## src/rtl/rfs_pkg.sv

```systemverilog
// Constants for the second-area record framing controller.
// Assumes one data clock shared with the enclosing acquisition design.
package rfs_pkg;

   // Reduced rate bus channel layout
   localparam int SAMPLE_BITS   = 16;
   localparam int PAR_SAMPLES   = 8;
   localparam int DATA_BITS     = SAMPLE_BITS * PAR_SAMPLES;
   localparam int GP_BITS       = 16;
   localparam int RCNT_BITS     = 16;
   localparam int UID_BITS      = 8;
   localparam int TNUM_BITS     = 8;
   localparam int XPREC_BITS    = 16;
   localparam int REC_BITS      = 2;
   localparam int REC_START_BIT = 0;
   localparam int REC_STOP_BIT  = 1;

   // AXI4-Lite
   localparam int AXI_ADDR_BITS = 8;
   localparam int AXI_DATA_BITS = 32;
   localparam logic [1:0] RESP_OKAY   = 2'h0;
   localparam logic [1:0] RESP_SLVERR = 2'h2;

   // Register byte offsets
   localparam logic [7:0] OFS_CTRL      = 8'h00;
   localparam logic [7:0] OFS_UID       = 8'h04;
   localparam logic [7:0] OFS_DROP_MASK = 8'h08;
   localparam logic [7:0] OFS_STATUS    = 8'h0C;
   localparam logic [7:0] OFS_START_CNT = 8'h10;
   localparam logic [7:0] OFS_STOP_CNT  = 8'h14;
   localparam logic [7:0] OFS_DROP_CNT  = 8'h18;
   localparam logic [7:0] OFS_LAST_GP   = 8'h1C;
   localparam logic [7:0] OFS_LAST_RCNT = 8'h20;

   // Control register fields
   localparam int CTRL_STREAM_BIT = 0;
   localparam int CTRL_DROP_BIT   = 1;
   localparam int CTRL_UIDOVR_BIT = 2;
   localparam int CTRL_BITS       = 3;

   // Status register fields
   localparam int STAT_OPEN_BIT  = 0;
   localparam int STAT_FERR_BIT  = 1;
   localparam int STAT_DROP_BIT  = 2;

   // Reset values
   localparam logic [CTRL_BITS-1:0] CTRL_RESET = 3'h0;
   localparam logic [UID_BITS-1:0]  UID_RESET  = 8'h00;
   localparam logic [RCNT_BITS-1:0] MASK_RESET = 16'h0000;

   localparam int EVT_CNT_BITS = 32;

endpackage

```

## src/rtl/rfs_evt_cnt.sv

```systemverilog
// Event counter with synchronous clear, wraps at full width.
// Assumes inc and clr come from logic on the same clock.
`timescale 1ns/100ps
module rfs_evt_cnt #(
   parameter int WIDTH = 32
) (
   input  wire logic             clk,    // Data clock
   input  wire logic             rst_n,  // Synchronous reset, active low
   input  wire logic             inc,    // Count one event
   input  wire logic             clr,    // Clear to zero
   output logic      [WIDTH-1:0] count   // Current count
);

   logic [WIDTH-1:0] cnt_ff;

   always_ff @(posedge clk) begin
      if (!rst_n || clr) begin
         cnt_ff <= '0;
      end else if (inc) begin
         cnt_ff <= cnt_ff + WIDTH'(1);
      end
   end

   assign count = cnt_ff;

endmodule

```

## src/rtl/rfs_ul2_ctrl.sv

```systemverilog
// Second-area custom logic for one reduced rate bus channel: forwards
// data and sideband, may drop whole records, reports over AXI4-Lite.
// Assumes the bus comes from the enclosing design on CLK.
//
// Summary of operation
// - General purpose vector is sixteen bits, free for custom use.
// - Tolerate general purpose skew; capture it only at valid record start.
// - Framing field is two bits: start at bit 0, stop at bit 1.
// - Words in valid start or stop cycles belong to the record.
// - Data valid may be low while either framing bit is high.
// - Exactly one stop per start; drop records only as start-stop pairs.
// - Framing bits count only in cycles with data valid.
// - Single-word record has start and stop in one valid cycle.
// - Framing bits may linger; only the valid cycle marks the event.
// - Multi-record mode keeps records intact; streaming may drop records.
// - Use trigger members individually, never the packed bundle.
// - Data valid marks every sample of the word as valid.
// - Real-time bus has no data valid; every cycle is valid.
//
// Decided for this implementation: the register addresses and the AXI4-Lite register port.
`timescale 1ns/100ps
module rfs_ul2_ctrl (
   input  wire logic                          CLK,          // Data clock
   input  wire logic                          RESET_N,      // Sync reset
   // Reduced rate bus in
   input  wire logic [rfs_pkg::DATA_BITS-1:0] IN_DATA,      // Data word
   input  wire logic                          IN_VALID,     // Data valid
   input  wire logic [rfs_pkg::REC_BITS-1:0]  IN_REC,       // Framing
   input  wire logic                          IN_OVR,       // Overrange
   input  wire logic [rfs_pkg::GP_BITS-1:0]   IN_GP,        // General purp.
   input  wire logic [rfs_pkg::RCNT_BITS-1:0] IN_RCNT,      // Record count
   input  wire logic [rfs_pkg::UID_BITS-1:0]  IN_UID,       // User id
   input  wire logic                          IN_TEVT,      // Trigger event
   input  wire logic                          IN_TRISE,     // Trigger edge
   input  wire logic [rfs_pkg::TNUM_BITS-1:0] IN_TNUM,      // Trigger number
   input  wire logic                          IN_REVT,      // Reset event
   input  wire logic                          IN_REVT_PT,   // Reset ev, pret.
   input  wire logic                          IN_RRISE,     // Reset edge
   input  wire logic [rfs_pkg::TNUM_BITS-1:0] IN_RNUM,      // Reset number
   input  wire logic [rfs_pkg::XPREC_BITS-1:0] IN_XPREC,    // Ext. precision
   // Reduced rate bus out
   output logic      [rfs_pkg::DATA_BITS-1:0] OUT_DATA,     // Data word
   output logic                               OUT_VALID,    // Data valid
   output logic      [rfs_pkg::REC_BITS-1:0]  OUT_REC,      // Framing bits
   output logic                               OUT_OVR,      // Overrange
   output logic      [rfs_pkg::GP_BITS-1:0]   OUT_GP,       // General purp.
   output logic      [rfs_pkg::RCNT_BITS-1:0] OUT_RCNT,     // Record count
   output logic      [rfs_pkg::UID_BITS-1:0]  OUT_UID,      // User id
   output logic                               OUT_TEVT,     // Trigger event
   output logic                               OUT_TRISE,    // Trigger edge
   output logic      [rfs_pkg::TNUM_BITS-1:0] OUT_TNUM,     // Trigger number
   output logic                               OUT_REVT,     // Reset event
   output logic                               OUT_REVT_PT,  // Reset ev, pret.
   output logic                               OUT_RRISE,    // Reset edge
   output logic      [rfs_pkg::TNUM_BITS-1:0] OUT_RNUM,     // Reset number
   output logic      [rfs_pkg::XPREC_BITS-1:0] OUT_XPREC,   // Ext. precision
   // AXI4-Lite slave
   input  wire logic [7:0]                    S_AXI_AWADDR,  // Write addr
   input  wire logic                          S_AXI_AWVALID, // Addr valid
   output logic                               S_AXI_AWREADY, // Addr ready
   input  wire logic [31:0]                   S_AXI_WDATA,   // Write data
   input  wire logic [3:0]                    S_AXI_WSTRB,   // Byte strobes
   input  wire logic                          S_AXI_WVALID,  // Data valid
   output logic                               S_AXI_WREADY,  // Data ready
   output logic      [1:0]                    S_AXI_BRESP,   // Write resp
   output logic                               S_AXI_BVALID,  // Resp valid
   input  wire logic                          S_AXI_BREADY,  // Resp ready
   input  wire logic [7:0]                    S_AXI_ARADDR,  // Read addr
   input  wire logic                          S_AXI_ARVALID, // Addr valid
   output logic                               S_AXI_ARREADY, // Addr ready
   output logic      [31:0]                   S_AXI_RDATA,   // Read data
   output logic      [1:0]                    S_AXI_RRESP,   // Read resp
   output logic                               S_AXI_RVALID,  // Resp valid
   input  wire logic                          S_AXI_RREADY   // Resp ready
);

   // Configuration
   logic [rfs_pkg::CTRL_BITS-1:0]  ctrl_ff;
   logic [rfs_pkg::UID_BITS-1:0]   uid_ff;
   logic [rfs_pkg::RCNT_BITS-1:0]  mask_ff;
   logic                           stream_mode;
   logic                           drop_en;
   logic                           uid_ovr;

   // Framing state
   logic                           ev_start;
   logic                           ev_stop;
   logic                           drop_now;
   logic                           drop_ff;
   logic                           open_ff;
   logic                           ferr_ff;
   logic                           ferr_set;
   logic                           ferr_clr;
   logic                           keep_start;
   logic                           keep_stop;
   logic [rfs_pkg::GP_BITS-1:0]    last_gp_ff;
   logic [rfs_pkg::RCNT_BITS-1:0]  last_rcnt_ff;
   logic [rfs_pkg::EVT_CNT_BITS-1:0] start_cnt;
   logic [rfs_pkg::EVT_CNT_BITS-1:0] stop_cnt;
   logic [rfs_pkg::EVT_CNT_BITS-1:0] drop_cnt;
   logic                           cnt_clr;

   // Bus slave state
   logic                           aw_have_ff;
   logic                           w_have_ff;
   logic [7:0]                     awaddr_ff;
   logic [31:0]                    wdata_ff;
   logic [3:0]                     wstrb_ff;
   logic                           bvalid_ff;
   logic [1:0]                     bresp_ff;
   logic                           rvalid_ff;
   logic [1:0]                     rresp_ff;
   logic [31:0]                    rdata_ff;
   logic                           wr_go;
   logic                           wr_hit;
   logic [31:0]                    nxt_rdata;
   logic                           nxt_rhit;

   assign stream_mode = ctrl_ff[rfs_pkg::CTRL_STREAM_BIT];
   assign drop_en     = ctrl_ff[rfs_pkg::CTRL_DROP_BIT];
   assign uid_ovr     = ctrl_ff[rfs_pkg::CTRL_UIDOVR_BIT];

   // Lingering bits are ignored outside valid cycles
   assign ev_start = IN_VALID & IN_REC[rfs_pkg::REC_START_BIT];
   assign ev_stop  = IN_VALID & IN_REC[rfs_pkg::REC_STOP_BIT];

   // Drop decision taken once, at the start event; never in multi-record
   assign drop_now = ev_start & stream_mode & drop_en
                     & (|(IN_RCNT & mask_ff));

   // Start and stop of a record share one fate, so pairs stay matched
   assign keep_start = ev_start & ~drop_now;
   assign keep_stop  = ev_stop & ~(ev_start ? drop_now : drop_ff);

   always_ff @(posedge CLK) begin
      if (!RESET_N) begin
         open_ff <= 1'b0;
         drop_ff <= 1'b0;
      end else if (ev_start && !ev_stop) begin
         open_ff <= 1'b1;
         drop_ff <= drop_now;
      end else if (ev_stop) begin
         open_ff <= 1'b0;
         drop_ff <= 1'b0;
      end
   end

   // Upstream start while open, or stop while closed
   assign ferr_set = (ev_start & open_ff) | (ev_stop & ~ev_start & ~open_ff);
   assign ferr_clr = wr_go & wr_hit & (awaddr_ff == rfs_pkg::OFS_STATUS)
                     & wstrb_ff[0] & wdata_ff[rfs_pkg::STAT_FERR_BIT];

   // Set wins over write-one-to-clear
   always_ff @(posedge CLK) begin
      if (!RESET_N) begin
         ferr_ff <= 1'b0;
      end else if (ferr_set) begin
         ferr_ff <= 1'b1;
      end else if (ferr_clr) begin
         ferr_ff <= 1'b0;
      end
   end

   // Skewed vector is only trusted in the start cycle
   always_ff @(posedge CLK) begin
      if (!RESET_N) begin
         last_gp_ff   <= '0;
         last_rcnt_ff <= '0;
      end else if (ev_start) begin
         last_gp_ff   <= IN_GP;
         last_rcnt_ff <= IN_RCNT;
      end
   end

   // Whole word and all sideband move on one edge; valid kept as is
   always_ff @(posedge CLK) begin
      if (!RESET_N) begin
         OUT_DATA  <= '0;
         OUT_VALID <= 1'b0;
         OUT_REC   <= '0;
         OUT_OVR   <= 1'b0;
         OUT_GP    <= '0;
         OUT_RCNT  <= '0;
         OUT_UID   <= '0;
      end else begin
         OUT_DATA  <= IN_DATA;
         OUT_VALID <= IN_VALID;
         OUT_REC   <= {keep_stop, keep_start};
         OUT_OVR   <= IN_OVR;
         OUT_GP    <= IN_GP;
         OUT_RCNT  <= IN_RCNT;
         OUT_UID   <= uid_ovr ? uid_ff : IN_UID;
      end
   end

   // Members handled one by one, never as a packed bundle
   always_ff @(posedge CLK) begin
      if (!RESET_N) begin
         OUT_TEVT    <= 1'b0;
         OUT_TRISE   <= 1'b0;
         OUT_TNUM    <= '0;
         OUT_REVT    <= 1'b0;
         OUT_REVT_PT <= 1'b0;
         OUT_RRISE   <= 1'b0;
         OUT_RNUM    <= '0;
         OUT_XPREC   <= '0;
      end else begin
         OUT_TEVT    <= IN_TEVT;
         OUT_TRISE   <= IN_TRISE;
         OUT_TNUM    <= IN_TNUM;
         OUT_REVT    <= IN_REVT;
         OUT_REVT_PT <= IN_REVT_PT;
         OUT_RRISE   <= IN_RRISE;
         OUT_RNUM    <= IN_RNUM;
         OUT_XPREC   <= IN_XPREC;
      end
   end

   // Statistics, cleared together by writing the control register
   assign cnt_clr = wr_go & wr_hit & (awaddr_ff == rfs_pkg::OFS_CTRL);

   rfs_evt_cnt #(.WIDTH(rfs_pkg::EVT_CNT_BITS)) u_start_cnt (
      .clk   (CLK),
      .rst_n (RESET_N),
      .inc   (keep_start),
      .clr   (cnt_clr),
      .count (start_cnt)
   );

   rfs_evt_cnt #(.WIDTH(rfs_pkg::EVT_CNT_BITS)) u_stop_cnt (
      .clk   (CLK),
      .rst_n (RESET_N),
      .inc   (keep_stop),
      .clr   (cnt_clr),
      .count (stop_cnt)
   );

   rfs_evt_cnt #(.WIDTH(rfs_pkg::EVT_CNT_BITS)) u_drop_cnt (
      .clk   (CLK),
      .rst_n (RESET_N),
      .inc   (drop_now),
      .clr   (cnt_clr),
      .count (drop_cnt)
   );

   // AXI4-Lite write: address and data latched in either order
   assign S_AXI_AWREADY = ~aw_have_ff & ~bvalid_ff;
   assign S_AXI_WREADY  = ~w_have_ff & ~bvalid_ff;
   assign wr_go  = aw_have_ff & w_have_ff & ~bvalid_ff;
   assign wr_hit = (awaddr_ff == rfs_pkg::OFS_CTRL)
                   | (awaddr_ff == rfs_pkg::OFS_UID)
                   | (awaddr_ff == rfs_pkg::OFS_DROP_MASK)
                   | (awaddr_ff == rfs_pkg::OFS_STATUS);

   always_ff @(posedge CLK) begin
      if (!RESET_N) begin
         aw_have_ff <= 1'b0;
         awaddr_ff  <= '0;
      end else if (S_AXI_AWVALID && S_AXI_AWREADY) begin
         aw_have_ff <= 1'b1;
         awaddr_ff  <= S_AXI_AWADDR;
      end else if (wr_go) begin
         aw_have_ff <= 1'b0;
      end
   end

   always_ff @(posedge CLK) begin
      if (!RESET_N) begin
         w_have_ff <= 1'b0;
         wdata_ff  <= '0;
         wstrb_ff  <= '0;
      end else if (S_AXI_WVALID && S_AXI_WREADY) begin
         w_have_ff <= 1'b1;
         wdata_ff  <= S_AXI_WDATA;
         wstrb_ff  <= S_AXI_WSTRB;
      end else if (wr_go) begin
         w_have_ff <= 1'b0;
      end
   end

   always_ff @(posedge CLK) begin
      if (!RESET_N) begin
         bvalid_ff <= 1'b0;
         bresp_ff  <= rfs_pkg::RESP_OKAY;
      end else if (wr_go) begin
         bvalid_ff <= 1'b1;
         bresp_ff  <= wr_hit ? rfs_pkg::RESP_OKAY : rfs_pkg::RESP_SLVERR;
      end else if (S_AXI_BREADY) begin
         bvalid_ff <= 1'b0;
      end
   end

   // Only the low byte of each register is writable, except the drop mask, whose two low bytes are
   always_ff @(posedge CLK) begin
      if (!RESET_N) begin
         ctrl_ff <= rfs_pkg::CTRL_RESET;
         uid_ff  <= rfs_pkg::UID_RESET;
         mask_ff <= rfs_pkg::MASK_RESET;
      end else if (wr_go) begin
         if (awaddr_ff == rfs_pkg::OFS_CTRL && wstrb_ff[0]) begin
            ctrl_ff <= wdata_ff[rfs_pkg::CTRL_BITS-1:0];
         end
         if (awaddr_ff == rfs_pkg::OFS_UID && wstrb_ff[0]) begin
            uid_ff <= wdata_ff[rfs_pkg::UID_BITS-1:0];
         end
         if (awaddr_ff == rfs_pkg::OFS_DROP_MASK) begin
            if (wstrb_ff[0]) mask_ff[7:0]  <= wdata_ff[7:0];
            if (wstrb_ff[1]) mask_ff[15:8] <= wdata_ff[15:8];
         end
      end
   end

   assign S_AXI_BVALID = bvalid_ff;
   assign S_AXI_BRESP  = bresp_ff;

   // AXI4-Lite read
   assign S_AXI_ARREADY = ~rvalid_ff;

   always_comb begin
      nxt_rdata = '0;
      nxt_rhit  = 1'b1;
      unique case (S_AXI_ARADDR)
         rfs_pkg::OFS_CTRL:      nxt_rdata = 32'(ctrl_ff);
         rfs_pkg::OFS_UID:       nxt_rdata = 32'(uid_ff);
         rfs_pkg::OFS_DROP_MASK: nxt_rdata = 32'(mask_ff);
         rfs_pkg::OFS_STATUS: begin
            nxt_rdata[rfs_pkg::STAT_OPEN_BIT] = open_ff;
            nxt_rdata[rfs_pkg::STAT_FERR_BIT] = ferr_ff;
            nxt_rdata[rfs_pkg::STAT_DROP_BIT] = drop_ff;
         end
         rfs_pkg::OFS_START_CNT: nxt_rdata = start_cnt;
         rfs_pkg::OFS_STOP_CNT:  nxt_rdata = stop_cnt;
         rfs_pkg::OFS_DROP_CNT:  nxt_rdata = drop_cnt;
         rfs_pkg::OFS_LAST_GP:   nxt_rdata = 32'(last_gp_ff);
         rfs_pkg::OFS_LAST_RCNT: nxt_rdata = 32'(last_rcnt_ff);
         default:                nxt_rhit  = 1'b0;
      endcase
   end

   always_ff @(posedge CLK) begin
      if (!RESET_N) begin
         rvalid_ff <= 1'b0;
         rdata_ff  <= '0;
         rresp_ff  <= rfs_pkg::RESP_OKAY;
      end else if (S_AXI_ARVALID && !rvalid_ff) begin
         rvalid_ff <= 1'b1;
         rdata_ff  <= nxt_rdata;
         rresp_ff  <= nxt_rhit ? rfs_pkg::RESP_OKAY : rfs_pkg::RESP_SLVERR;
      end else if (S_AXI_RREADY) begin
         rvalid_ff <= 1'b0;
      end
   end

   assign S_AXI_RVALID = rvalid_ff;
   assign S_AXI_RDATA  = rdata_ff;
   assign S_AXI_RRESP  = rresp_ff;
endmodule

```

## config.mk

```make
export PLATFORM = sky130hd
export DESIGN_NAME = rfs_ul2_ctrl
export DESIGN_NICKNAME = d
export VERILOG_FILES = /design/src/rtl/rfs_pkg.sv /design/src/rtl/rfs_evt_cnt.sv /design/src/rtl/rfs_ul2_ctrl.sv
export SDC_FILE = /design/constraint.sdc
export NUM_CORES = 1
export LEC_CHECK = 0
export BUFFER_PORTS_ARGS = -buffer_cell sky130_fd_sc_hd__buf_2
export CAP_MARGIN = 20
export CORE_AREA = 2 2 200 202
export DETAILED_ROUTE_END_ITERATION = 6
export DIE_AREA = 0 0 202 204
export HOLD_SLACK_MARGIN = 0.15
export PLACE_DENSITY = 0.66
export SLEW_MARGIN = 20
export SYNTH_ARGS = -nofsm -noshare
export SYNTH_HDL_FRONTEND = slang
export SYNTH_SLANG_ARGS = --single-unit
```

## constraint.sdc

```tcl
create_clock -name CLK -period 5.65 [get_ports CLK]
set_input_delay 0.2825 -clock CLK [delete_from_list [all_inputs] [get_ports CLK]]
set_output_delay 0.2825 -clock CLK [all_outputs]
set_load 0.05 [all_outputs]
```

Word-level counts from Yosys, hierarchy flattened
Index checks and enable logic that the tools add are counted.
{"block": "word_totals", "regBits": 433, "input_bits": 268}
{"block": "classes", "n_addsub": 3, "n_eq_ne": 11, "muxes": 19, "bitwise": 32, "n_reduce_logical": 24}
{"op": "$pmux 29 s7", "count": 1}
{"op": "$add 32x1->32 const B", "count": 3}
{"op": "$eq 8x4->1 const B", "count": 4}
{"op": "$eq 8x5->1 const B", "count": 4}
{"op": "$pmux 3 s9", "count": 1}
{"op": "$and 1x1->1", "count": 19}
{"op": "$and 16x16->16", "count": 1}
{"op": "$eq 8x3->1 const B", "count": 2}
{"op": "$logic_not 8->1", "count": 2}
{"op": "$reduce_or 16->1", "count": 1}
{"op": "$mux 1", "count": 14}
{"op": "$reduce_bool 2->1", "count": 6}
{"op": "$reduce_or 9->1", "count": 1}
{"op": "$eq 8x6->1 const B", "count": 1}
{"op": "$mux 8", "count": 1}
{"op": "$not 1->1", "count": 8}
{"op": "$logic_and 1x1->1", "count": 6}
{"op": "$reduce_and 3->1", "count": 2}
{"op": "$mux 2", "count": 2}
{"op": "$or 1x1->1", "count": 4}
{"op": "$reduce_and 2->1", "count": 2}
{"op": "$logic_not 1->1", "count": 3}
{"op": "$logic_or 1x1->1", "count": 1}

Depth between registers and ports, before layout
{"block": "depth", "word_depth": 10, "mapped_depth": 9, "depth_no_buf": 6}

By module
Synthesis repeated with hierarchy kept, for this count alone.
{"block": "hier_totals", "cells_unflattened": 1711, "area_unflattened_um2": 16689.8}
{"mod": "rfs_ul2_ctrl", "n_inst": 1, "cells_each": 1159, "area_each_um2": 11881.4}
{"mod": "rfs_evt_cnt", "n_inst": 3, "cells_each": 184, "area_each_um2": 1602.8}

Worst setup path after synthesis
OpenSTA, ideal clock, no wires.
{"block": "synth_timing", "path_kind": "reg2reg", "startpoint": "register bvalid_ff (netlist: S_AXI_BVALID)", "endpoint": "register wdata_ff[13]", "setup_ns": 0.070, "t_arrival_ns": 2.222, "required_time_ns": 5.580, "path_slack_ns": 3.358, "path_stages_with_launch": 7, "period_less_slack_ns": 2.292, "path_cell_list": "dfxtp_1 -> nor2_1 -> and2_1 -> clkbuf_1 -> clkbuf_1 -> nand2_1 -> a21oi_1"}
{"block": "synth_via", "elab_chain_len": 3}
{"item": "start: declaration", "line_no": "rfs_ul2_ctrl.sv:109", "text": "logic bvalid_ff;"}
{"item": "start signal: assignment", "line_no": "rfs_ul2_ctrl.sv:283", "text": "bvalid_ff <= 1'b0;"}
{"item": "start signal: assignment", "line_no": "rfs_ul2_ctrl.sv:286", "text": "bvalid_ff <= 1'b1;"}
{"item": "start signal: assignment", "line_no": "rfs_ul2_ctrl.sv:289", "text": "bvalid_ff <= 1'b0;"}
{"item": "$not 1->1", "line_no": "rfs_ul2_ctrl.sv:248", "text": "assign S_AXI_WREADY = ~w_have_ff & ~bvalid_ff;"}
{"item": "$and 1x1->1", "line_no": "rfs_ul2_ctrl.sv:248"}
{"item": "net S_AXI_WREADY", "line_no": "rfs_ul2_ctrl.sv:64", "text": "output logic S_AXI_WREADY,"}
{"item": "$logic_and 1x1->1", "line_no": "rfs_ul2_ctrl.sv:272", "text": "end else if (S_AXI_WVALID && S_AXI_WREADY) begin"}
{"item": "end signal: assignment", "line_no": "rfs_ul2_ctrl.sv:270", "text": "wdata_ff <= '0;"}
{"item": "end signal: assignment", "line_no": "rfs_ul2_ctrl.sv:274", "text": "wdata_ff <= S_AXI_WDATA;"}
{"item": "end: declaration", "line_no": "rfs_ul2_ctrl.sv:107", "text": "logic [31:0] wdata_ff;"}
The timed path passes the listed nets, and every way through them passes these cells.
A chain may end at the register's enable or synchronous reset.

Worst setup path in the final report
{"block": "layout_timing", "startpoint": "input port IN_RCNT[10] (netlist name)", "endpoint": "register u_stop_cnt.cnt_ff[6] (netlist: u_stop_cnt.count[6])"}
{"block": "layout_via", "elab_chain_len": 6}
{"item": "start: declaration", "line_no": "rfs_ul2_ctrl.sv:31", "text": "input wire logic [rfs_pkg::RCNT_BITS-1:0] IN_RCNT,"}
{"item": "$and 16x16->16", "line_no": "rfs_ul2_ctrl.sv:129", "text": "& (|(IN_RCNT & mask_ff));"}
{"item": "$reduce_or 16->1", "line_no": "rfs_ul2_ctrl.sv:129"}
{"item": "$and 1x1->1", "line_no": "rfs_ul2_ctrl.sv:129"}
{"item": "$mux 1", "line_no": "rfs_ul2_ctrl.sv:133", "text": "assign keep_stop = ev_stop & ~(ev_start ? drop_now : drop_ff);"}
{"item": "$not 1->1", "line_no": "rfs_ul2_ctrl.sv:133"}
{"item": "$and 1x1->1", "line_no": "rfs_ul2_ctrl.sv:133"}
{"item": "end signal: assignment", "line_no": "rfs_evt_cnt.sv:20", "text": "cnt_ff <= cnt_ff + WIDTH'(1);"}
{"item": "end: declaration", "line_no": "rfs_evt_cnt.sv:14", "text": "logic [WIDTH-1:0] cnt_ff;"}
Every way passes these cells.

==> reports/metrics.cfg <==
[job]
cap_violations=0

[logic_synthesis]
synth_top_area_share=0.544
syn_inst=1680
ys_types=67
synthesis.area_per_instance_um2=9.45
yosysSeqAreaShare=0.544
synth_ff_type=dfxtp_1
netlist_area_um2=15900
synthArstFlopShare=0
synthTopCellsByArea=dfxtp_1 (54%), and2_1 (8.5%), nand2_1 (4.3%), a21oi_1 (3.9%), nor2_1 (3.7%)
synth_seq_cells=431
synth_top_area_cell=dfxtp_1
synth_edf_count=0
yosys_warnings=0

[critical_path]
worstPathCellList=dlygate4sd3_1 > buf_2 > a22o_1 > a221oi_1 > and4_1 > buf_4 > o21ai_1 > o21a_1 > o21a_1
critPathRequiredTime_ns=6.13
reg2reg_slack_ns=2.50
critPathLaunch=IN_RCNT[10]
critPathKind=primary input to register
worstRegToRegCells=7
r2r-start=mask_ff[10]$_SDFFE_PN0P_
cp_max_fo=40
cp-start-kind=primary input
crit_slowest_cell=and4_1
path_common_cell=o21a_1
arrival_ns=3.64
max_stage_delay_ns=0.80
cp-end-kind=register

[sta]
period_share=0.559
max_freq_ghz=0.317
holdWs_ns=0.177
final.setup_skew_ns=0.0230
setup_tns_ns=0
hold_viol_final=0
relSlewSlack=0.272
fin_crit_ns=3.16
drv_slew=0
tightest_slew_ns=1.08
setup_viol=0
rsz0062_at_grt=false

[clock_tree]
post_cts_buffers=0
root_buffer=clkbuf_16
cts_tree=built
numCtsBuffers=46
clkTransAtPathRegs_ns=0.06
ctsLongestPathBuffers=3
cts.sinks=431
h-tree-depth=2
clk_latency_ns=0.58

[finish]
fin_util=0.578
seqCellArea_um2=8630
n_fill_cell=3357
finalNetCount=2643
syn_to_final_growth_pct=42.8
drive_above_1_share=0.253
multi_input_area_um2=6770

[detailed_routing]
drc=0
ant_nets=0
via_count=15329
wl_um=62800
drt_iter0_drc=1087
avgRoutedWirePerCell_um=21.3
via_per_inst=5.21
drtPass1Iterations=6

[die]
coreArea_um2=39200
die_w_um=202
rows=73
initial_core_util=0.405
die_h_um=204
design.die.area_um2=41200
num_io_pins=518

[grt]
grt_overflow=0
grt_max_degree=104
antenna_found_initial=18
grt_util_all_layers=0.295
grt_first_pass_wirelength_um=91900
first_global_vias=15139

[place]
gp_congestion=0.981
portBuffers=497
dpl.hpwl_um=44700

[pwr]
p_leak_nw=9.56
p_per_area_nw_per_um2=317
peakVddDrop_mv=0.261

[worst_hold_path]
hold_depth=3
min_path_type=primary input to register
min_from=S_AXI_AWVALID

[outcome]
status=complete, no violations

==> per-stage QoR <==
| stage | setup slack, ns | instance area, um2 | instances | total power, W |
|---|---|---|---|---|
| 2_1_floorplan | 3.36 | 15900 | 1681 | 0.00372 |
| 3_3_place_gp | 2.53 | 18700 | 2609 | 0.00399 |
| 3_5_place_dp | 2.55 | 18700 | 2610 | 0.00399 |
| 4_1_cts | 2.57 | 22600 | 2934 | 0.00721 |
| 5_1_grt | 2.35 | 22600 | 2938 | 0.00740 |
| 6_report | 2.49 | 22700 | 2943 | 0.00719 |
==> cell usage in the layout, fill, tap and decap left out, drive strengths merged, types with 12 or more instances in the layout <==
cell type	netlist	final
a21oi	124	124
a221oi	12	12
a222oi	23	23
a22o	20	20
and2	215	215
and3	19	19
buf	36	508
clkbuf	68	66
dfxtp	431	431
dlygate4sd3	0	239
inv	12	14
mux2i	47	47
nand2	182	182
nand3	38	38
nand4	16	16
nor2	156	156
nor3	17	17
o2111ai	22	22
o211ai	15	15
o21ai	47	47
or3	28	28
xnor2	21	21
xor2	37	37
==> worst max-delay path: cells and delay by family <==
family / cells / cell delay [ns]
compound gates: 5 / 1.34
buf+inv: 3 / 1.20
simple gates: 1 / 0.80
==> cell families (layout without fill, tap and decap cells) <==
| family | after synthesis | after routing | synth area share |
|---|---|---|---|
| AO/OA/AOI/OAI | 299 | 299 | 0.124 |
| AND/OR/NAND/NOR | 719 | 719 | 0.233 |
| adder cells (fa/ha/maj) | 3 | 3 | 0.00237 |
| other | 1 | 11 | 0.000236 |
| XOR/XNOR | 58 | 58 | 0.0320 |
| buffers and inverters | 117 | 845 | 0.0308 |
| multiplexers | 52 | 52 | 0.0339 |
| flip-flops | 431 | 431 | 0.544 |
==> synth_stat cells (all sizes together) (28+ instances only) <==
cell type / n
mux2i: 47
o21ai: 47
dfxtp: 431
nand3: 38
a21oi: 124
buf: 36
or3: 28
nand2: 182
xor2: 37
nor2: 156
and2: 215
clkbuf: 68
==> state kept, by name (all words and copies together), names as in the netlist, 32 cells and up <==
register,count
OUT_DATA,128
S_AXI_RDATA,32
u_drop_cnt.count,32
u_start_cnt.count,32
u_stop_cnt.count,32
==> report_power, final <==
group / total, W / internal [W] / switching (W)
registers: 0.00321 / 0.00315 / 0.0000634
logic: 0.000871 / 0.000298 / 0.000573
clock network: 0.00311 / 0.00183 / 0.00127
total: 0.00719 / 0.00528 / 0.00191
==> path summary, 6_finish.rpt <==
kind	endpoint
max	u_stop_cnt.count[6]$_SDFFE_PP0P_
min	aw_have_ff$_SDFFE_PN0P_
max reg2reg	u_stop_cnt.count[6]$_SDFFE_PP0P_
min reg2reg	awaddr_ff[7]$_SDFFE_PN0P_
==> what timing repair did <==
item,in CTS,in global routing
setup endpoints to repair,0,0
endpoints found under the hold margin,271,0
resized for setup,0,0
hold buffers,239,0
==> routing by layer <==
layer	vias up	GRT usage	part of all wire	routed length (um)
met5	-	0	0.00021	13
met4	2	0.123	0.038	2370
met3	120	0.0800	0.091	5680
met2	691	0.477	0.46	28900
met1	7323	0.373	0.41	25800
li1	7193	-	-	-
==> area by class of cell <==
class	instances	share of cell area
sequential	431	0.381
multi-input combinational	1133	0.299
timing repair buffer	747	0.219
clock buffer	66	0.0590
tap	525	0.0290
clock inverter	19	0.00994
inverter	13	0.00221
antenna	9	0.000994
Note: power is estimated with default switching activity, not from simulation.
